===== config.mk =====
export PLATFORM = sky130hd
export DESIGN_NAME = dfp_cc_attach_detach
export DESIGN_NICKNAME = d
export VERILOG_FILES = /design/src/rtl/cc_det_pkg.sv /design/src/rtl/dfp_cc_attach_detach.sv /design/src/rtl/pin_debouncer.sv /design/src/rtl/sync2.sv
export SDC_FILE = /design/constraint.sdc
export NUM_CORES = 1
export LEC_CHECK = 0
export BUFFER_PORTS_ARGS = -buffer_cell sky130_fd_sc_hd__buf_2
export CELL_PAD_IN_SITES_DETAIL_PLACEMENT = 0
export CELL_PAD_IN_SITES_GLOBAL_PLACEMENT = 1
export CORE_MARGIN = 2
export CORE_UTILIZATION = 47
export CTS_CLUSTER_DIAMETER = 80
export DETAILED_ROUTE_END_ITERATION = 8
export PLACE_DENSITY = 0.94
export RECOVER_POWER = 50
export SLEW_MARGIN = 30
export SYNTH_ARGS = -nofsm -noshare
export SYNTH_HDL_FRONTEND = slang
export SYNTH_SLANG_ARGS = --single-unit

===== constraint.sdc =====
create_clock -name sys_clk -period 5 [get_ports sys_clk]
set_clock_uncertainty 0.2 [all_clocks]
set_input_delay 0.5 -clock sys_clk [delete_from_list [all_inputs] [get_ports sys_clk]]
set_output_delay 0.5 -clock sys_clk [all_outputs]
set_load 0.02 [all_outputs]

===== src/rtl/cc_det_pkg.sv =====
package cc_det_pkg;
   // Pull-up current codes.
   localparam logic [1:0] RP_OFF = 2'h0;
   localparam logic [1:0] RP_DEFAULT = 2'h1;
   localparam logic [1:0] RP_MID = 2'h2;
   localparam logic [1:0] RP_HIGH = 2'h3;
   // Comparator sampling select.
   localparam logic [1:0] SAMP_NONE = 2'h0;
   localparam logic [1:0] SAMP_PIN1 = 2'h1;
   localparam logic [1:0] SAMP_PIN2 = 2'h2;
   localparam logic [1:0] SAMP_BOTH = 2'h3;
   // Threshold field layout.
   localparam int THR_W = 8;
   localparam int DEB_W = 16;
   // Clock and timing.
   localparam int SYS_CLK_HZ = 20000000;
   localparam int KA_CLK_HZ = 20000;
   localparam int KA_DIV = SYS_CLK_HZ / KA_CLK_HZ;
   localparam int KA_DIV_W = 10;
   localparam int DB_ACTIVE_DELAY = 2;
   // Termination seen on a pin.
   typedef enum logic [1:0] {
      TERM_OPEN = 2'h0,
      TERM_RD = 2'h1,
      TERM_RA = 2'h2
   } term_e;
   // Attach states, one-hot.
   typedef enum logic [6:0] {
      ST_NONE = 7'h01,
      ST_SINK = 7'h02,
      ST_CABLE = 7'h04,
      ST_CABLE_SINK = 7'h08,
      ST_DEBUG = 7'h10,
      ST_AUDIO = 7'h20,
      ST_DISCHARGE = 7'h40
   } attach_e;
endpackage : cc_det_pkg


===== src/rtl/dfp_cc_attach_detach.sv =====
// Functional notes
// Both open: watch both pins, power off.
// Rd plus open: VBUS on, watch Rd.
// Ra plus open: watch both, VBUS off.
// Ra plus Rd: VBUS, VCONN on, watch Rd.
// Rd/Rd debug, Ra/Ra audio, power off.
// Per-pin two-bit pull-up current code.
// Config sampling diverts pull-up current away.
// Host access wakes device, starts oscillator.
// Software stops debouncer before reprogramming thresholds.
// Debouncer-running flag follows enabled sampling.
// Match valid after both pins debounced.
// Stable change updates result and change status.
// Enabled sources drive group irqs, IRQ low.
// VBUS result valid once VBUS threshold is enabled.
// Only enabled thresholds match and debounce.
// Software detects detach above open level.
// Keep-alive tick keeps sampling when clocks off.
// Software adds extra debounce after changes.
// VCONN on Ra pin, off on detach.
// Discharge switch closed until safe zero.
// Discharge timeout raises error, asserts IRQ.
// Baseband routed to the Rd pin.
// IRQ held while enabled pending source set.
`timescale 1ns/1ps
module dfp_cc_attach_detach
   import cc_det_pkg::*;
(
   // Clock and reset.
   input wire logic sys_clk,
   input wire logic rstn,
   // Host side controls.
   input wire logic host_access,
   input wire logic keepalive_only,
   input wire logic [1:0] pin1_current_select,
   input wire logic [1:0] pin2_current_select,
   input wire logic cfg_sel_sampling,
   input wire logic [1:0] cc_sample_select,
   input wire logic cc_debounce_enable,
   input wire logic [DEB_W-1:0] cc_debounce_time,
   input wire logic [THR_W-1:0] pin1_threshold_enable,
   input wire logic [THR_W-1:0] pin2_threshold_enable,
   input wire logic [THR_W-1:0] pin1_debounce_clear_enable,
   input wire logic [THR_W-1:0] pin2_debounce_clear_enable,
   input wire logic [2:0] cc_irq_enable,
   input wire logic power_irq_enable,
   input wire logic discharge_irq_enable,
   input wire logic [1:0] irq_clear,
   input wire logic [2:0] cc_change_clear,
   input wire logic discharge_request,
   input wire logic [DEB_W-1:0] timeout_a,
   input wire logic vbus_threshold_enable,
   input wire logic pin1_vconn_request,
   input wire logic pin2_vconn_request,
   // Analog comparator inputs.
   input wire logic [THR_W-1:0] pin1_compare,
   input wire logic [THR_W-1:0] pin2_compare,
   input wire logic [1:0] pin1_term,
   input wire logic [1:0] pin2_term,
   input wire logic safe_zero_volt_hit,
   // Status.
   output logic osc_enable,
   output logic cc_debouncer_running,
   output logic cc_match_valid,
   output logic pin1_match_change,
   output logic pin2_match_change,
   output logic [THR_W-1:0] pin1_result,
   output logic [THR_W-1:0] pin2_result,
   output logic vbus_result_valid,
   output logic vbus_threshold_result,
   output logic discharge_error,
   output logic cc_group_irq,
   output logic power_group_irq,
   output logic irq_n,
   // Port drive.
   output logic [1:0] pin1_pullup,
   output logic [1:0] pin2_pullup,
   output logic vbus_on,
   output logic pin1_vconn_on,
   output logic pin2_vconn_on,
   output logic discharge_switch,
   output logic [1:0] watch_pins,
   output logic [1:0] comm_select,
   output logic [6:0] attach_state
);
   typedef struct packed {
      attach_e state;
      logic osc;
      logic [1:0] db_cnt;
      logic db_run;
      logic valid;
      logic chg1;
      logic chg2;
      logic vvalid;
      logic vres;
      logic derr;
      logic [DEB_W-1:0] dcnt;
      logic [KA_DIV_W-1:0] ka_cnt;
      logic tick;
      logic [1:0] pu1;
      logic [1:0] pu2;
      logic vbus;
      logic vc1;
      logic vc2;
      logic dsw;
      logic [1:0] watch;
      logic [1:0] comm;
      logic cc_irq;
      logic pwr_irq;
      logic irq_n;
   } top_s;
   top_s st_reg;
   top_s st_next;

   logic [THR_W-1:0] cmp1_s;
   logic [THR_W-1:0] cmp2_s;
   logic [1:0] term1_s;
   logic [1:0] term2_s;
   logic [1:0] misc_s;
   logic run1;
   logic run2;
   logic [THR_W-1:0] res1;
   logic [THR_W-1:0] res2;
   logic chp1;
   logic chp2;
   logic done1;
   logic done2;

   function automatic logic [1:0] pullup_code(input logic [1:0] sel, input logic divert);
      if (divert) begin
         pullup_code = RP_OFF;
      end else begin
         case (sel)
            RP_DEFAULT, RP_MID, RP_HIGH: pullup_code = sel;
            default: pullup_code = RP_OFF;
         endcase
      end
   endfunction : pullup_code

   function automatic attach_e classify(input logic [1:0] a, input logic [1:0] b);
      if (a == TERM_RD && b == TERM_RD) begin
         classify = ST_DEBUG;
      end else if (a == TERM_RA && b == TERM_RA) begin
         classify = ST_AUDIO;
      end else if ((a == TERM_RD) != (b == TERM_RD)) begin
         classify = (a == TERM_RA || b == TERM_RA) ? ST_CABLE_SINK : ST_SINK;
      end else if (a == TERM_RA || b == TERM_RA) begin
         classify = ST_CABLE;
      end else begin
         classify = ST_NONE;
      end
   endfunction : classify

   sync2 #(.W(THR_W)) u_sync_cmp1 (.sys_clk(sys_clk), .rstn(rstn), .d(pin1_compare), .q(cmp1_s));
   sync2 #(.W(THR_W)) u_sync_cmp2 (.sys_clk(sys_clk), .rstn(rstn), .d(pin2_compare), .q(cmp2_s));
   sync2 #(.W(2)) u_sync_t1 (.sys_clk(sys_clk), .rstn(rstn), .d(pin1_term), .q(term1_s));
   sync2 #(.W(2)) u_sync_t2 (.sys_clk(sys_clk), .rstn(rstn), .d(pin2_term), .q(term2_s));
   sync2 #(.W(2)) u_sync_misc (
      .sys_clk(sys_clk),
      .rstn(rstn),
      .d({safe_zero_volt_hit, host_access}),
      .q(misc_s)
   );

   assign run1 = st_reg.db_run && cc_sample_select[0];
   assign run2 = st_reg.db_run && cc_sample_select[1];

   pin_debouncer u_deb1 (
      .sys_clk(sys_clk),
      .rstn(rstn),
      .run(run1),
      .tick(st_reg.tick),
      .cc_debounce_time(cc_debounce_time),
      .pin_threshold_enable(pin1_threshold_enable),
      .pin_debounce_clear_enable(pin1_debounce_clear_enable),
      .raw_match(cmp1_s),
      .pin_threshold_result(res1),
      .change_pulse(chp1),
      .first_done(done1)
   );

   pin_debouncer u_deb2 (
      .sys_clk(sys_clk),
      .rstn(rstn),
      .run(run2),
      .tick(st_reg.tick),
      .cc_debounce_time(cc_debounce_time),
      .pin_threshold_enable(pin2_threshold_enable),
      .pin_debounce_clear_enable(pin2_debounce_clear_enable),
      .raw_match(cmp2_s),
      .pin_threshold_result(res2),
      .change_pulse(chp2),
      .first_done(done2)
   );

   always_comb begin
      st_next = st_reg;
      // Any host access wakes the oscillator; keep-alive request stops it.
      if (misc_s[0]) begin
         st_next.osc = 1'b1;
      end else if (keepalive_only) begin
         st_next.osc = 1'b0;
      end
      // Sampling is paced by the keep-alive tick, so it survives clock gating.
      if (st_reg.ka_cnt == KA_DIV_W'(KA_DIV - 1)) begin
         st_next.ka_cnt = '0;
         st_next.tick = 1'b1;
      end else begin
         st_next.ka_cnt = st_reg.ka_cnt + 1'b1;
         st_next.tick = 1'b0;
      end
      // Debouncer runs shortly after sampling is enabled; stops at once when disabled.
      if (cc_debounce_enable && cc_sample_select != SAMP_NONE) begin
         if (st_reg.db_cnt == 2'(DB_ACTIVE_DELAY)) begin
            st_next.db_run = 1'b1;
         end else begin
            st_next.db_cnt = st_reg.db_cnt + 1'b1;
         end
      end else begin
         st_next.db_cnt = '0;
         st_next.db_run = 1'b0;
      end
      // Initial debounce of both pins gives match valid.
      st_next.valid = st_reg.db_run && done1 && done2;
      // Change flags: set wins over clear.
      st_next.chg1 = chp1 || (st_reg.chg1 && !cc_change_clear[1]);
      st_next.chg2 = chp2 || (st_reg.chg2 && !cc_change_clear[2]);
      // VBUS result.
      st_next.vres = vbus_threshold_enable && misc_s[1];
      st_next.vvalid = vbus_threshold_enable;
      // Pull-up drive.
      st_next.pu1 = pullup_code(pin1_current_select, cfg_sel_sampling);
      st_next.pu2 = pullup_code(pin2_current_select, cfg_sel_sampling);
      // Attach classification.
      case (st_reg.state)
         ST_DISCHARGE: begin
            if (misc_s[1]) begin
               st_next.state = ST_NONE;
               st_next.dsw = 1'b0;
               st_next.dcnt = '0;
            end else if (st_reg.dcnt >= timeout_a) begin
               st_next.derr = 1'b1;
            end else if (st_reg.tick) begin
               st_next.dcnt = st_reg.dcnt + 1'b1;
            end
         end
         default: begin
            st_next.state = classify(term1_s, term2_s);
            if (discharge_request && st_reg.vbus && !st_next.state[1] && !st_next.state[3]) begin
               st_next.state = ST_DISCHARGE;
               st_next.dsw = 1'b1;
               st_next.dcnt = '0;
            end
         end
      endcase
      if (irq_clear[1]) begin
         st_next.derr = (st_reg.state == ST_DISCHARGE) && (st_reg.dcnt >= timeout_a) && !misc_s[1];
      end
      // Outputs derived from the state.
      st_next.vbus = 1'b0;
      st_next.vc1 = 1'b0;
      st_next.vc2 = 1'b0;
      st_next.watch = 2'b11;
      st_next.comm = 2'b00;
      case (st_next.state)
         ST_SINK: begin
            st_next.vbus = 1'b1;
            st_next.watch = (term1_s == TERM_RD) ? 2'b01 : 2'b10;
            st_next.comm = st_next.watch;
         end
         ST_CABLE: begin
            st_next.watch = 2'b11;
            st_next.vc1 = pin1_vconn_request && term1_s == TERM_RA;
            st_next.vc2 = pin2_vconn_request && term2_s == TERM_RA;
         end
         ST_CABLE_SINK: begin
            st_next.vbus = 1'b1;
            st_next.watch = (term1_s == TERM_RD) ? 2'b01 : 2'b10;
            st_next.comm = st_next.watch;
            st_next.vc1 = term1_s == TERM_RA;
            st_next.vc2 = term2_s == TERM_RA;
         end
         ST_DEBUG, ST_AUDIO: st_next.watch = 2'b11;
         ST_DISCHARGE: st_next.watch = 2'b00;
         default: st_next.watch = 2'b11;
      endcase
      // Group interrupts and pin.
      st_next.cc_irq = (cc_irq_enable[0] && st_next.valid) || (cc_irq_enable[1] && st_next.chg1)
         || (cc_irq_enable[2] && st_next.chg2);
      st_next.pwr_irq = (power_irq_enable && st_next.vvalid) || (discharge_irq_enable && st_next.derr);
      st_next.irq_n = !(st_next.cc_irq || st_next.pwr_irq);
   end

   always_ff @(posedge sys_clk or negedge rstn) begin
      if (!rstn) begin
         st_reg <= '0;
         st_reg.state <= ST_NONE;
         st_reg.osc <= 1'b1;
         st_reg.watch <= 2'b11;
         st_reg.irq_n <= 1'b1;
      end else begin
         st_reg <= st_next;
      end
   end

   assign osc_enable = st_reg.osc;
   assign cc_debouncer_running = st_reg.db_run;
   assign cc_match_valid = st_reg.valid;
   assign pin1_match_change = st_reg.chg1;
   assign pin2_match_change = st_reg.chg2;
   assign pin1_result = res1;
   assign pin2_result = res2;
   assign vbus_result_valid = st_reg.vvalid;
   assign vbus_threshold_result = st_reg.vres;
   assign discharge_error = st_reg.derr;
   assign cc_group_irq = st_reg.cc_irq;
   assign power_group_irq = st_reg.pwr_irq;
   assign irq_n = st_reg.irq_n;
   assign pin1_pullup = st_reg.pu1;
   assign pin2_pullup = st_reg.pu2;
   assign vbus_on = st_reg.vbus;
   assign pin1_vconn_on = st_reg.vc1;
   assign pin2_vconn_on = st_reg.vc2;
   assign discharge_switch = st_reg.dsw;
   assign watch_pins = st_reg.watch;
   assign comm_select = st_reg.comm;
   assign attach_state = st_reg.state;
endmodule : dfp_cc_attach_detach


===== src/rtl/pin_debouncer.sv =====
`timescale 1ns/1ps
module pin_debouncer
   import cc_det_pkg::*;
(
   // Clock and reset.
   input wire logic sys_clk,
   input wire logic rstn,
   // Control.
   input wire logic run,
   input wire logic tick,
   input wire logic [DEB_W-1:0] cc_debounce_time,
   input wire logic [THR_W-1:0] pin_threshold_enable,
   input wire logic [THR_W-1:0] pin_debounce_clear_enable,
   input wire logic [THR_W-1:0] raw_match,
   // Results.
   output logic [THR_W-1:0] pin_threshold_result,
   output logic change_pulse,
   output logic first_done
);
   typedef struct packed {
      logic [THR_W-1:0] result;
      logic [DEB_W-1:0] count;
      logic chg;
      logic done;
   } deb_s;
   deb_s st_reg;
   deb_s st_next;
   logic [THR_W-1:0] gated;

   always_comb begin
      st_next = st_reg;
      st_next.chg = 1'b0;
      gated = raw_match & pin_threshold_enable & pin_debounce_clear_enable;
      if (!run) begin
         st_next.count = '0;
         st_next.done = 1'b0;
      end else if (gated == st_reg.result && st_reg.done) begin
         st_next.count = '0;
      end else if (tick) begin
         if (st_reg.count >= cc_debounce_time) begin
            st_next.count = '0;
            st_next.chg = (gated != st_reg.result);
            st_next.result = gated;
            st_next.done = 1'b1;
         end else begin
            st_next.count = st_reg.count + 1'b1;
         end
      end
   end

   always_ff @(posedge sys_clk or negedge rstn) begin
      if (!rstn) begin
         st_reg <= '0;
      end else begin
         st_reg <= st_next;
      end
   end

   assign pin_threshold_result = st_reg.result;
   assign change_pulse = st_reg.chg;
   assign first_done = st_reg.done;
endmodule : pin_debouncer


===== src/rtl/sync2.sv =====
`timescale 1ns/1ps
module sync2 #(
   parameter int W = 1
) (
   // Clock and reset.
   input wire logic sys_clk,
   input wire logic rstn,
   // Data.
   input wire logic [W-1:0] d,
   output logic [W-1:0] q
);
   typedef struct packed {
      logic [W-1:0] s1;
      logic [W-1:0] s2;
   } sync_s;
   sync_s st_reg;
   sync_s st_next;

   always_comb begin
      st_next.s1 = d;
      st_next.s2 = st_reg.s1;
   end

   always_ff @(posedge sys_clk or negedge rstn) begin
      if (!rstn) begin
         st_reg <= '0;
      end else begin
         st_reg <= st_next;
      end
   end

   assign q = st_reg.s2;
endmodule : sync2


==> flow_metrics.env, run 1 <==
export IMPL_synth_cell_types=65
export IMPL_ys_seq_area_share_pct=47.2
export IMPL_vias=6420
export IMPL_synth_edf_count=0
export IMPL_setup_slack_ns=1.98
export IMPL_peakVddDrop_mv=0.225
export IMPL_tightest_slew_ns=2.24
export IMPL_fmax_mhz=331
export IMPL_finalHoldViolCount=0
export IMPL_layout_drive_gt1_share_pct=20.1
export IMPL_die_area_mm2=0.0186
export IMPL_drv_slew=91
export IMPL_min_period_ns=3.02
export IMPL_postRouteAntennaNets=0
export IMPL_synth_seq_cells=155
export IMPL_finalNonFillerCells=1187
export IMPL_synth_net_count=964
export IMPL_largest_reg_flops=29
export IMPL_powerDensity_mw_per_mm2=288
export IMPL_drc=0
export IMPL_start_kind="flip-flop"
export IMPL_cts_tree="built"
export IMPL_maxCapViolCount=1
export IMPL_endpoint_kind="flip-flop"
export IMPL_cts_resized_gates=0
export IMPL_slew_headroom_pct=-49.1
export IMPL_cts_made_buffers=17
export IMPL_critical_path_class="flip-flop to flip-flop"
export IMPL_min_period_over_period_pct=60.4
export IMPL_syn_avg_cell_area_um2=10.3
export IMPL_power_leakage_nw=4.64
export IMPL_yosys_area_top_type="dfrtp_1"
export IMPL_portBuffers=154
export IMPL_rows=48
export IMPL_core_area_mm2=0.0172
export IMPL_ys_warn_count=0
export IMPL_start_util_pct=47.9
export IMPL_setup_tns_ns=0
export IMPL_grt_pass1_vias=6208
export IMPL_synth_most_common_cell="dfrtp_1"
export IMPL_synth_top_area_share_pct=45.6
export IMPL_hp_class="primary input to flip-flop"
export IMPL_place_ws_ns=1.77
export IMPL_die_w_um=136
export IMPL_ys_top_cells_by_count="dfrtp_1 (150), ha_1 (54), nand2_1 (49)"
export IMPL_outcome="finished, violations left"
export IMPL_syn_inst=799
export IMPL_grt_max_degree=91
export IMPL_area_growth_syn_to_layout_pct=18.8
export IMPL_diodes=0
export IMPL_violations="max-capacitance violations, max-slew violations"
export IMPL_async_reset_ff_share_pct=100
export IMPL_grt_use_total_pct=19.8
export IMPL_final_design_area_no_fill_mm2=0.00977
export IMPL_rsz0062_at_grt="false"
export IMPL_grt_pass1_wl_mm=29.3
export IMPL_finalNetCount=1114
export IMPL_clk_pin_slew_ns=0.07
export IMPL_overflow=0
export IMPL_synth_main_ff_cell="dfrtp_1"
export IMPL_via_per_inst=5.41
export IMPL_drt_wirelength_per_cell_um=15.1
export IMPL_worstPathRequired_ns=5.10
export IMPL_antenna_found_initial=0
export IMPL_path_max_fanout=20
export IMPL_ios=157
export IMPL_clk_latency_ns=0.42
export IMPL_routed_wl_mm=18.0
export IMPL_cts_root_buf="clkbuf_16"
export IMPL_dp_cells=1132
export IMPL_critPathArrivalTime_ns=3.12
export IMPL_cts_buffer_depth=2
export IMPL_drt_iter0_markers=394
export IMPL_finalSetupViolations=0
export IMPL_first_pass_iters=5
export IMPL_clock_sinks=155
export IMPL_hpwl_mm=12.9
export IMPL_placed_area_mm2=0.00901
export IMPL_synthTopCellsByArea="dfrtp_1 (46%), ha_1 (8.2%), a31oi_1 (3.0%)"
export IMPL_place_congestion=0.804
export IMPL_cts_htree_levels=4
export IMPL_synth_area_mm2=0.00822
export IMPL_die_h_um=136
export IMPL_fillers=1532
cells in the final DEF (no fill, tap or decap), drive strengths merged, types with 8 or more instances in the layout:
cell type and instances:
clkbuf 48, dlygate4sd3 23, a21oi 34, nor3 12, and4 22, dfrtp 150, and2 10, nor2 30
nand3b 10, a21o 10, mux2 17, nand4b 10, or3 9, o21ai 17, o22ai 9, inv 54
nand4 12, nand2 49, nand2b 33, nor2b 16, and3 30, buf 128, nand3 42, ha 54
o211ai 8, a31oi 40
stage by stage:
| stage | total power [mW] | util [%] | hold slack, ns |
|---|---|---|---|
| final | 2.81 | 56.9 | 0.0638 |
| after global routing | 2.93 | 56.9 | 0.0384 |
| after CTS | 2.86 | 57.2 | 0.0386 |
| after detailed placement | 1.56 | 52.4 | 0.135 |
| after global placement | 1.56 | 52.4 | 0.132 |
| after floorplan | 1.46 | - | 0.00441 |
critical path, cell delays in order, from the launching register on:
cell	delay (ns)
dfrtp_1	0.40
inv_1	0.09
ha_1	0.22
nand2b_1	0.14
a2111oi_0	0.45
o311a_1	0.25
o21a_1	0.14
buf_4	0.23
or3b_1	0.40
mux2_2	0.38
power by group:
part           switching, mW  leakage (nW)  internal (mW)  total (mW)
Combinational          0.139          2.34         0.0927       0.231
Clock                  0.560         0.287          0.706        1.27
Sequential            0.0202          2.01           1.30        1.32
Total                  0.719          4.64           2.09        2.81
what timing repair did:
item / CTS / global route
hold endpoints to repair: 91 / 0
setup buffers: 0 / 0
setup endpoints to repair: 0 / 0
hold buffers: 23 / 0
metal layers:
metal	vias to the layer above	global-route usage, %	wire (um)
met5	-	0	0
met4	0	4.51	163
met3	16	3.69	668
met2	122	34.2	8910
met1	3067	25.9	8220
li1	3215	-	-
path summary, 6_finish.rpt:
| path | depth (start not counted) | slack, ns | start | to |
|---|---|---|---|---|
| min | 2 | 0.06 | discharge_irq_enable | irq_n$_DFF_PN1_ |
| max | 9 | 1.98 | u_deb2.st_reg[2]$_DFFE_PN0P_ | u_deb2.pin_threshold_result[4]$_DFFE_PN0P_ |
| min reg2reg | 0 | 0.14 | u_sync_t1.st_next[0]$_DFF_PN0_ | u_sync_t1.q[0]$_DFF_PN0_ |
| max in group asynchronous | 3 | 2.01 | rstn | u_sync_cmp1.st_next[3]$_DFF_PN0_ |
| max reg2reg | 9 | 1.98 | u_deb2.st_reg[2]$_DFFE_PN0P_ | u_deb2.pin_threshold_result[4]$_DFFE_PN0P_ |
| min in group asynchronous | 2 | 1.06 | rstn | u_deb2.pin_threshold_result[7]$_DFFE_PN0P_ |
cells by family (layout without fill, tap and decap cells):
| logic type | after synthesis | count (layout) | share of synthesized area [%] |
|---|---|---|---|
| buffers and inverters | 96 | 259 | 5.98 |
| AOI/OAI and AO/OA | 159 | 159 | 13.1 |
| adders and majority gates | 54 | 54 | 8.22 |
| xor gates and xnor gates | 9 | 9 | 0.958 |
| muxes | 20 | 20 | 2.69 |
| DFF | 155 | 155 | 47.2 |
| and+or+nand+nor | 306 | 306 | 21.8 |
cell type report:
cell class | count | area, um^2 | share of cell area [%]
Clock buffer | 17 | 425 | 4.35
Clock inverter | 15 | 154 | 1.57
Inverter | 45 | 169 | 1.73
Multi-Input combinational cell | 548 | 3860 | 39.5
Sequential cell | 155 | 3880 | 39.8
Tap cell | 225 | 282 | 2.88
Timing Repair Buffer | 182 | 1000 | 10.2
Note: power is estimated with default switching activity, not from simulation.
==> run 2: changes to the inputs <==
--- a/config.mk
+++ b/config.mk
@@ -9,10 +9,10 @@
 export CELL_PAD_IN_SITES_DETAIL_PLACEMENT = 0
 export CELL_PAD_IN_SITES_GLOBAL_PLACEMENT = 1
 export CORE_MARGIN = 2
-export CORE_UTILIZATION = 47
+export CORE_UTILIZATION = 43
 export CTS_CLUSTER_DIAMETER = 80
 export DETAILED_ROUTE_END_ITERATION = 8
-export PLACE_DENSITY = 0.94
+export PLACE_DENSITY = 0.88
 export RECOVER_POWER = 50
 export SLEW_MARGIN = 30
 export SYNTH_ARGS = -nofsm -noshare
==> constraint.sdc (replaced) <==
create_clock -name sys_clk -period 2.8 [get_ports sys_clk]
set_clock_uncertainty 0.2 [all_clocks]
set_input_delay 0.28 -clock sys_clk [delete_from_list [all_inputs] [get_ports sys_clk]]
set_output_delay 0.28 -clock sys_clk [all_outputs]
set_load 0.02 [all_outputs]
==> flow_metrics.env, run 2 (synthesized netlist as in run 1, its figures left out) <==
export IMPL_start_util_pct=44.0
export IMPL_finalHoldViolCount=0
export IMPL_finalNetCount=1162
export IMPL_die_area_mm2=0.0202
export IMPL_rrSetupSlack_ns=0.05
export IMPL_clkPwrFrac_pct=47.2
export IMPL_hold_start="cc_change_clear[1]"
export IMPL_whs_ns=0.0160
export IMPL_critPathBufInv=1
export IMPL_path_cells="ha_1, a21o_1, a221o_1, a221oi_4, buf_4, o211ai_4, or4_1, nand3_1"
export IMPL_holdPathStages=3
export IMPL_clk_latency_ns=0.43
export IMPL_multi_input_area_mm2=0.00387
export IMPL_finalSetupViolations=0
export IMPL_drt_wirelength_per_cell_um=14.9
export IMPL_hp_class="primary input to flip-flop"
export IMPL_r2r_end="st_reg[40]$_DFFE_PN0P_"
export IMPL_layout_drive_gt1_share_pct=24.6
export IMPL_max_stage_delay_ns=0.52
export IMPL_maxCapViolCount=0
export IMPL_path_max_fanout=6
export IMPL_reg2reg_from="st_reg[31]$_DFFE_PN0P_"
export IMPL_routed_wl_mm=18.5
export IMPL_drt_iter0_markers=314
export IMPL_outcome="complete, no violations"
export IMPL_power_frac_seq_pct=44.4
export IMPL_grt_pass1_vias=6511
export IMPL_finalNonFillerCells=1245
export IMPL_drv_slew=0
export IMPL_ios=157
export IMPL_seq_area_mm2=0.00388
export IMPL_place_congestion=0.815
export IMPL_first_pass_iters=5
export IMPL_final_common_cell="dfrtp_1"
export IMPL_critical_path_class="flip-flop to flip-flop"
export IMPL_cts_htree_levels=4
export IMPL_slew_headroom_pct=5.21
export IMPL_p_sw_mw=1.33
export IMPL_powerDensity_mw_per_mm2=513
export IMPL_cts_buffer_depth=2
export IMPL_rows=50
export IMPL_die_h_um=142
export IMPL_worstHoldEndpoint="pin1_match_change$_DFF_PN0_"
export IMPL_crit_family="compound AO/OA/AOI/OAI gates"
export IMPL_grt_max_degree=58
export IMPL_grt_use_total_pct=18.9
export IMPL_area_growth_syn_to_layout_pct=25.3
export IMPL_clk_pin_slew_ns=0.07
export IMPL_worstPathRequired_ns=2.96
export IMPL_min_period_ns=2.75
export IMPL_vias=6724
export IMPL_endpoint_kind="flip-flop"
export IMPL_dp_cells=1163
export IMPL_min_period_over_period_pct=98.2
export IMPL_fmax_mhz=364
export IMPL_p_comb_share_pct=8.5
export IMPL_clock_sinks=155
export IMPL_drc=0
export IMPL_power_leakage_nw=5.00
export IMPL_overflow=0
export IMPL_rsz0062_at_grt="true"
export IMPL_cts_made_buffers=17
export IMPL_die_w_um=142
export IMPL_setup_tns_ns=0
export IMPL_hpwl_mm=13.4
export IMPL_core_area_mm2=0.0187
export IMPL_crit_slowest_cell="or4_1"
export IMPL_r2r_cells=8
export IMPL_final_cell_mix="dfrtp_1 (150), buf_2 (149), ha_1 (54)"
export IMPL_p_sw_share_pct=25.1
export IMPL_grt_pass1_wl_mm=30.9
export IMPL_portBuffers=154
export IMPL_antenna_found_initial=0
export IMPL_intPower_mw=3.96
export IMPL_postRouteAntennaNets=0
export IMPL_critPathArrivalTime_ns=2.91
export IMPL_largest_reg_flops=29
export IMPL_via_per_inst=5.40
export IMPL_cts_root_buf="clkbuf_16"
export IMPL_fillers=1654
export IMPL_tightest_slew_ns=1.42
export IMPL_start_kind="flip-flop"
export IMPL_cts_tree="built"
export IMPL_peakVddDrop_mv=0.401
==> run 2: power by group through the flow <==
stage / Sequential, mW / Combinational, mW / Clock [mW]
2_1_floorplan: 2.40 / 0.202 / 0
3_3_place_gp: 2.39 / 0.403 / 0
3_5_place_dp: 2.39 / 0.409 / 0
4_1_cts: 2.35 / 0.457 / 2.56
5_1_grt: 2.35 / 0.504 / 2.64
6_report: 2.35 / 0.447 / 2.50
==> run 2: layer usage <==
layer	vias to the layer above	part of all wire, %	global-route usage (%)
met5	-	0	0
met1	3251	44	23.9
met2	150	51	32.5
met3	15	4.1	3.80
met4	0	1.0	6.36
li1	3308	-	-
==> run 2: cell type report <==
class / count / area share (%)
clock buffers: 17 / 4.13
diodes: 1 / 0.0243
inverters: 45 / 1.64
clock inverters: 15 / 2.21
well taps: 234 / 2.84
flip-flops and latches: 155 / 37.7
multi-input cells: 549 / 37.5
repair buffers: 229 / 13.9
==> run 2: how the worst max path moves through the flow <==
stage,from,end,slack [ns],depth (start not counted)
floorplan,st_reg[31]$_DFFE_PN0P_,st_reg[34]$_DFFE_PN0P_,0.26,8
global placement,u_deb2.st_reg[2]$_DFFE_PN0P_,u_deb2.st_reg[5]$_DFFE_PN0P_,0.05,8
detailed placement,cc_debounce_time[0],u_deb2.st_reg[5]$_DFFE_PN0P_,0.04,8
CTS,u_deb2.st_reg[2]$_DFFE_PN0P_,u_deb2.st_reg[10]$_DFFE_PN0P_,0.03,8
global route,st_reg[41]$_DFFE_PN0P_,st_reg[31]$_DFFE_PN0P_,-0.06,8
finish,st_reg[31]$_DFFE_PN0P_,st_reg[40]$_DFFE_PN0P_,0.05,8
==> run 2: worst register-to-register path, delay by kind of cell (launching register included) <==
kind,cells,cell delay [ns]
buffers and inverters,1,0.17
flip-flops,1,0.44
adder cells (fa/ha/maj),1,0.31
AND/OR/NAND/NOR,2,0.60
AO/OA/AOI/OAI,4,0.94
==> run 2: stage by stage <==
step | util, % | area, um^2 | setup WS, ns | power [mW]
6_report | 55.1 | 10300 | 0.0495 | 5.29
5_1_grt | 55.1 | 10300 | -0.0569 | 5.50
4_1_cts | 55.0 | 10300 | 0.0340 | 5.36
3_5_place_dp | 49.2 | 9200 | 0.0422 | 2.80
3_3_place_gp | 49.2 | 9200 | 0.0508 | 2.79
2_1_floorplan | - | 8220 | 0.262 | 2.60
==> run 2: repair_timing <==
item / 4_1_cts / 5_1_grt
gates resized for setup: 0 / 6
setup endpoints to repair: 0 / 28
buffers inserted: 0 / 5
endpoints found under the hold margin: 98 / 0
hold buffers: 43 / 0
==> run 3: changes to the inputs <==
--- a/config.mk
+++ b/config.mk
@@ -9,10 +9,9 @@
 export CELL_PAD_IN_SITES_DETAIL_PLACEMENT = 0
 export CELL_PAD_IN_SITES_GLOBAL_PLACEMENT = 1
 export CORE_MARGIN = 2
-export CORE_UTILIZATION = 43
-export CTS_CLUSTER_DIAMETER = 80
+export CORE_UTILIZATION = 47
 export DETAILED_ROUTE_END_ITERATION = 8
-export PLACE_DENSITY = 0.88
+export PLACE_DENSITY = 0.95
 export RECOVER_POWER = 50
 export SLEW_MARGIN = 30
 export SYNTH_ARGS = -nofsm -noshare
==> constraint.sdc (replaced) <==
create_clock -name sys_clk -period 3.3 [get_ports sys_clk]
set_clock_uncertainty 0.2 [all_clocks]
set_input_delay 0.33 -clock sys_clk [delete_from_list [all_inputs] [get_ports sys_clk]]
set_output_delay 0.33 -clock sys_clk [all_outputs]
set_load 0.02 [all_outputs]
==> flow_metrics.env, run 3 (synthesized netlist as in run 1, its figures left out) <==
export IMPL_postRouteAntennaNets=0
export IMPL_crit_slowest_cell="o211a_1"
export IMPL_clk_pin_slew_ns=0.07
export IMPL_hp_class="primary input to flip-flop"
export IMPL_ios=157
export IMPL_setup_tns_ns=0
export IMPL_finalNetCount=1133
export IMPL_slew_headroom_pct=22.1
export IMPL_power_leakage_nw=4.82
export IMPL_path_cells="ha_1, a21o_1, a221o_1, a221oi_4, o211a_1, o22ai_1, a221oi_1"
export IMPL_cts_root_buf="clkbuf_16"
export IMPL_cts_made_buffers=17
export IMPL_post_cts_buffers=0
export IMPL_drt_iter0_markers=258
export IMPL_first_pass_iters=5
export IMPL_hpwl_mm=12.9
export IMPL_final_cell_mix="dfrtp_1 (150), buf_2 (146), ha_1 (54)"
export IMPL_die_w_um=136
export IMPL_layout_drive_gt1_share_pct=22.3
export IMPL_start_kind="flip-flop"
export IMPL_area_growth_syn_to_layout_pct=21.5
export IMPL_drc=0
export IMPL_finalHoldViolCount=0
export IMPL_overflow=0
export IMPL_r2r_end="irq_n$_DFF_PN1_"
export IMPL_antenna_found_initial=0
export IMPL_hold_buffers=37
export IMPL_rrSetupSlack_ns=0.36
export IMPL_rows=48
export IMPL_cts_htree_levels=4
export IMPL_start_util_pct=47.9
export IMPL_worstPathRequired_ns=3.42
export IMPL_finalNonFillerCells=1206
export IMPL_multi_input_area_mm2=0.00385
export IMPL_clk_latency_ns=0.42
export IMPL_max_stage_delay_ns=0.51
export IMPL_critPathBufInv=0
export IMPL_vias=6547
export IMPL_core_area_mm2=0.0172
export IMPL_final_common_cell="dfrtp_1"
export IMPL_die_area_mm2=0.0186
export IMPL_drv_slew=0
export IMPL_min_period_ns=2.94
export IMPL_portBuffers=154
export IMPL_crit_family="compound AO/OA/AOI/OAI gates"
export IMPL_clock_sinks=155
export IMPL_fmax_mhz=341
export IMPL_dp_cells=1137
export IMPL_die_h_um=136
export IMPL_critPathArrivalTime_ns=3.06
export IMPL_reg2reg_from="st_reg[31]$_DFFE_PN0P_"
export IMPL_peakVddDrop_mv=0.386
export IMPL_r2r_cells=7
export IMPL_maxCapViolCount=0
export IMPL_outcome="complete, no violations"
export IMPL_grt_pass1_wl_mm=29.5
export IMPL_diodes=0
export IMPL_finalSetupViolations=0
export IMPL_cts_buffer_depth=2
export IMPL_grt_pass1_vias=6276
export IMPL_critical_path_class="flip-flop to flip-flop"
export IMPL_via_per_inst=5.43
export IMPL_postLayoutCoreUtil_pct=58.2
export IMPL_grt_use_total_pct=20.0
export IMPL_grt_max_degree=73
export IMPL_endpoint_kind="flip-flop"
export IMPL_seq_area_mm2=0.00388
export IMPL_critPathLaunch="st_reg[31]$_DFFE_PN0P_"
export IMPL_rsz0062_at_grt="false"
export IMPL_drt_wirelength_per_cell_um=14.9
export IMPL_finalPower_mw=4.35
export IMPL_crit_path_end="irq_n$_DFF_PN1_"
export IMPL_powerDensity_mw_per_mm2=435
export IMPL_routed_wl_mm=17.9
export IMPL_path_max_fanout=13
export IMPL_tightest_slew_ns=1.17
export IMPL_largest_reg_flops=29
export IMPL_place_congestion=0.800
export IMPL_min_period_over_period_pct=89.0
export IMPL_path_depth=7
export IMPL_cts_resized_gates=0
export IMPL_fillers=1484
export IMPL_cts_tree="built"
run 3: cell count changes in the layout (fill, tap and decap cells not counted), sizes merged, moves of 2 or more:
cell	delta
clkinv	-2
dlygate4sd3	-6
inv	+3
buf	-24
clkbuf	+3
run 3: worst min path at each step:
stage,startpoint,to,slack (ns),cells past startpoint
3_3_place_gp,rstn,u_sync_cmp2.st_next[4]$_DFF_PN0_,0.1,1
5_1_grt,cc_irq_enable[2],cc_group_irq$_DFF_PN0_,0.02,3
6_report,cc_irq_enable[2],cc_group_irq$_DFF_PN0_,0.02,3
3_5_place_dp,rstn,u_sync_cmp2.st_next[4]$_DFF_PN0_,0.1,1
4_1_cts,cc_irq_enable[2],cc_group_irq$_DFF_PN0_,0.002,3
2_1_floorplan,rstn,attach_state[1]$_DFF_PN0_,-0.17,0
run 3: worst reg2reg max path, stage by stage, from the launching register on:
cell and delay (ns):
dfrtp_1 0.43, ha_1 0.31, a21o_1 0.18, a221o_1 0.35, a221oi_4 0.37, o211a_1 0.51
o22ai_1 0.18, a221oi_1 0.30
run 3: report_power, final:
group | switching, mW | internal (mW) | leakage (nW)
clock network | 0.839 | 1.15 | 0.293
logic | 0.214 | 0.156 | 2.52
registers | 0.0300 | 1.96 | 2.01
run 3: cell type report:
type                            count  share of cell area (%)
Clock buffer                       18                    4.29
Multi-Input combinational cell    548                    38.5
Timing Repair Buffer              201                    12.1
Tap cell                          225                    2.82
Clock inverter                     14                    1.72
Sequential cell                   155                    38.9
Inverter                           45                    1.69
run 3: per-stage QoR:
stage	hold WS, ns	instance area, um^2	setup WS, ns
after floorplan	-0.166	8220	0.762
after global placement	0.0974	9050	0.403
after detailed placement	0.0951	9050	0.389
after CTS	0.00163	10000	0.383
after global routing	0.0245	9990	0.0825
final	0.0172	9990	0.363
run 3: per-layer routing:
layer,GRT usage [%],up-vias,wire length [um]
met5,0,-,0
met4,7.06,0,329
met3,3.43,30,648
met2,33.9,134,8960
met1,25.7,3124,7990
li1,-,3259,-
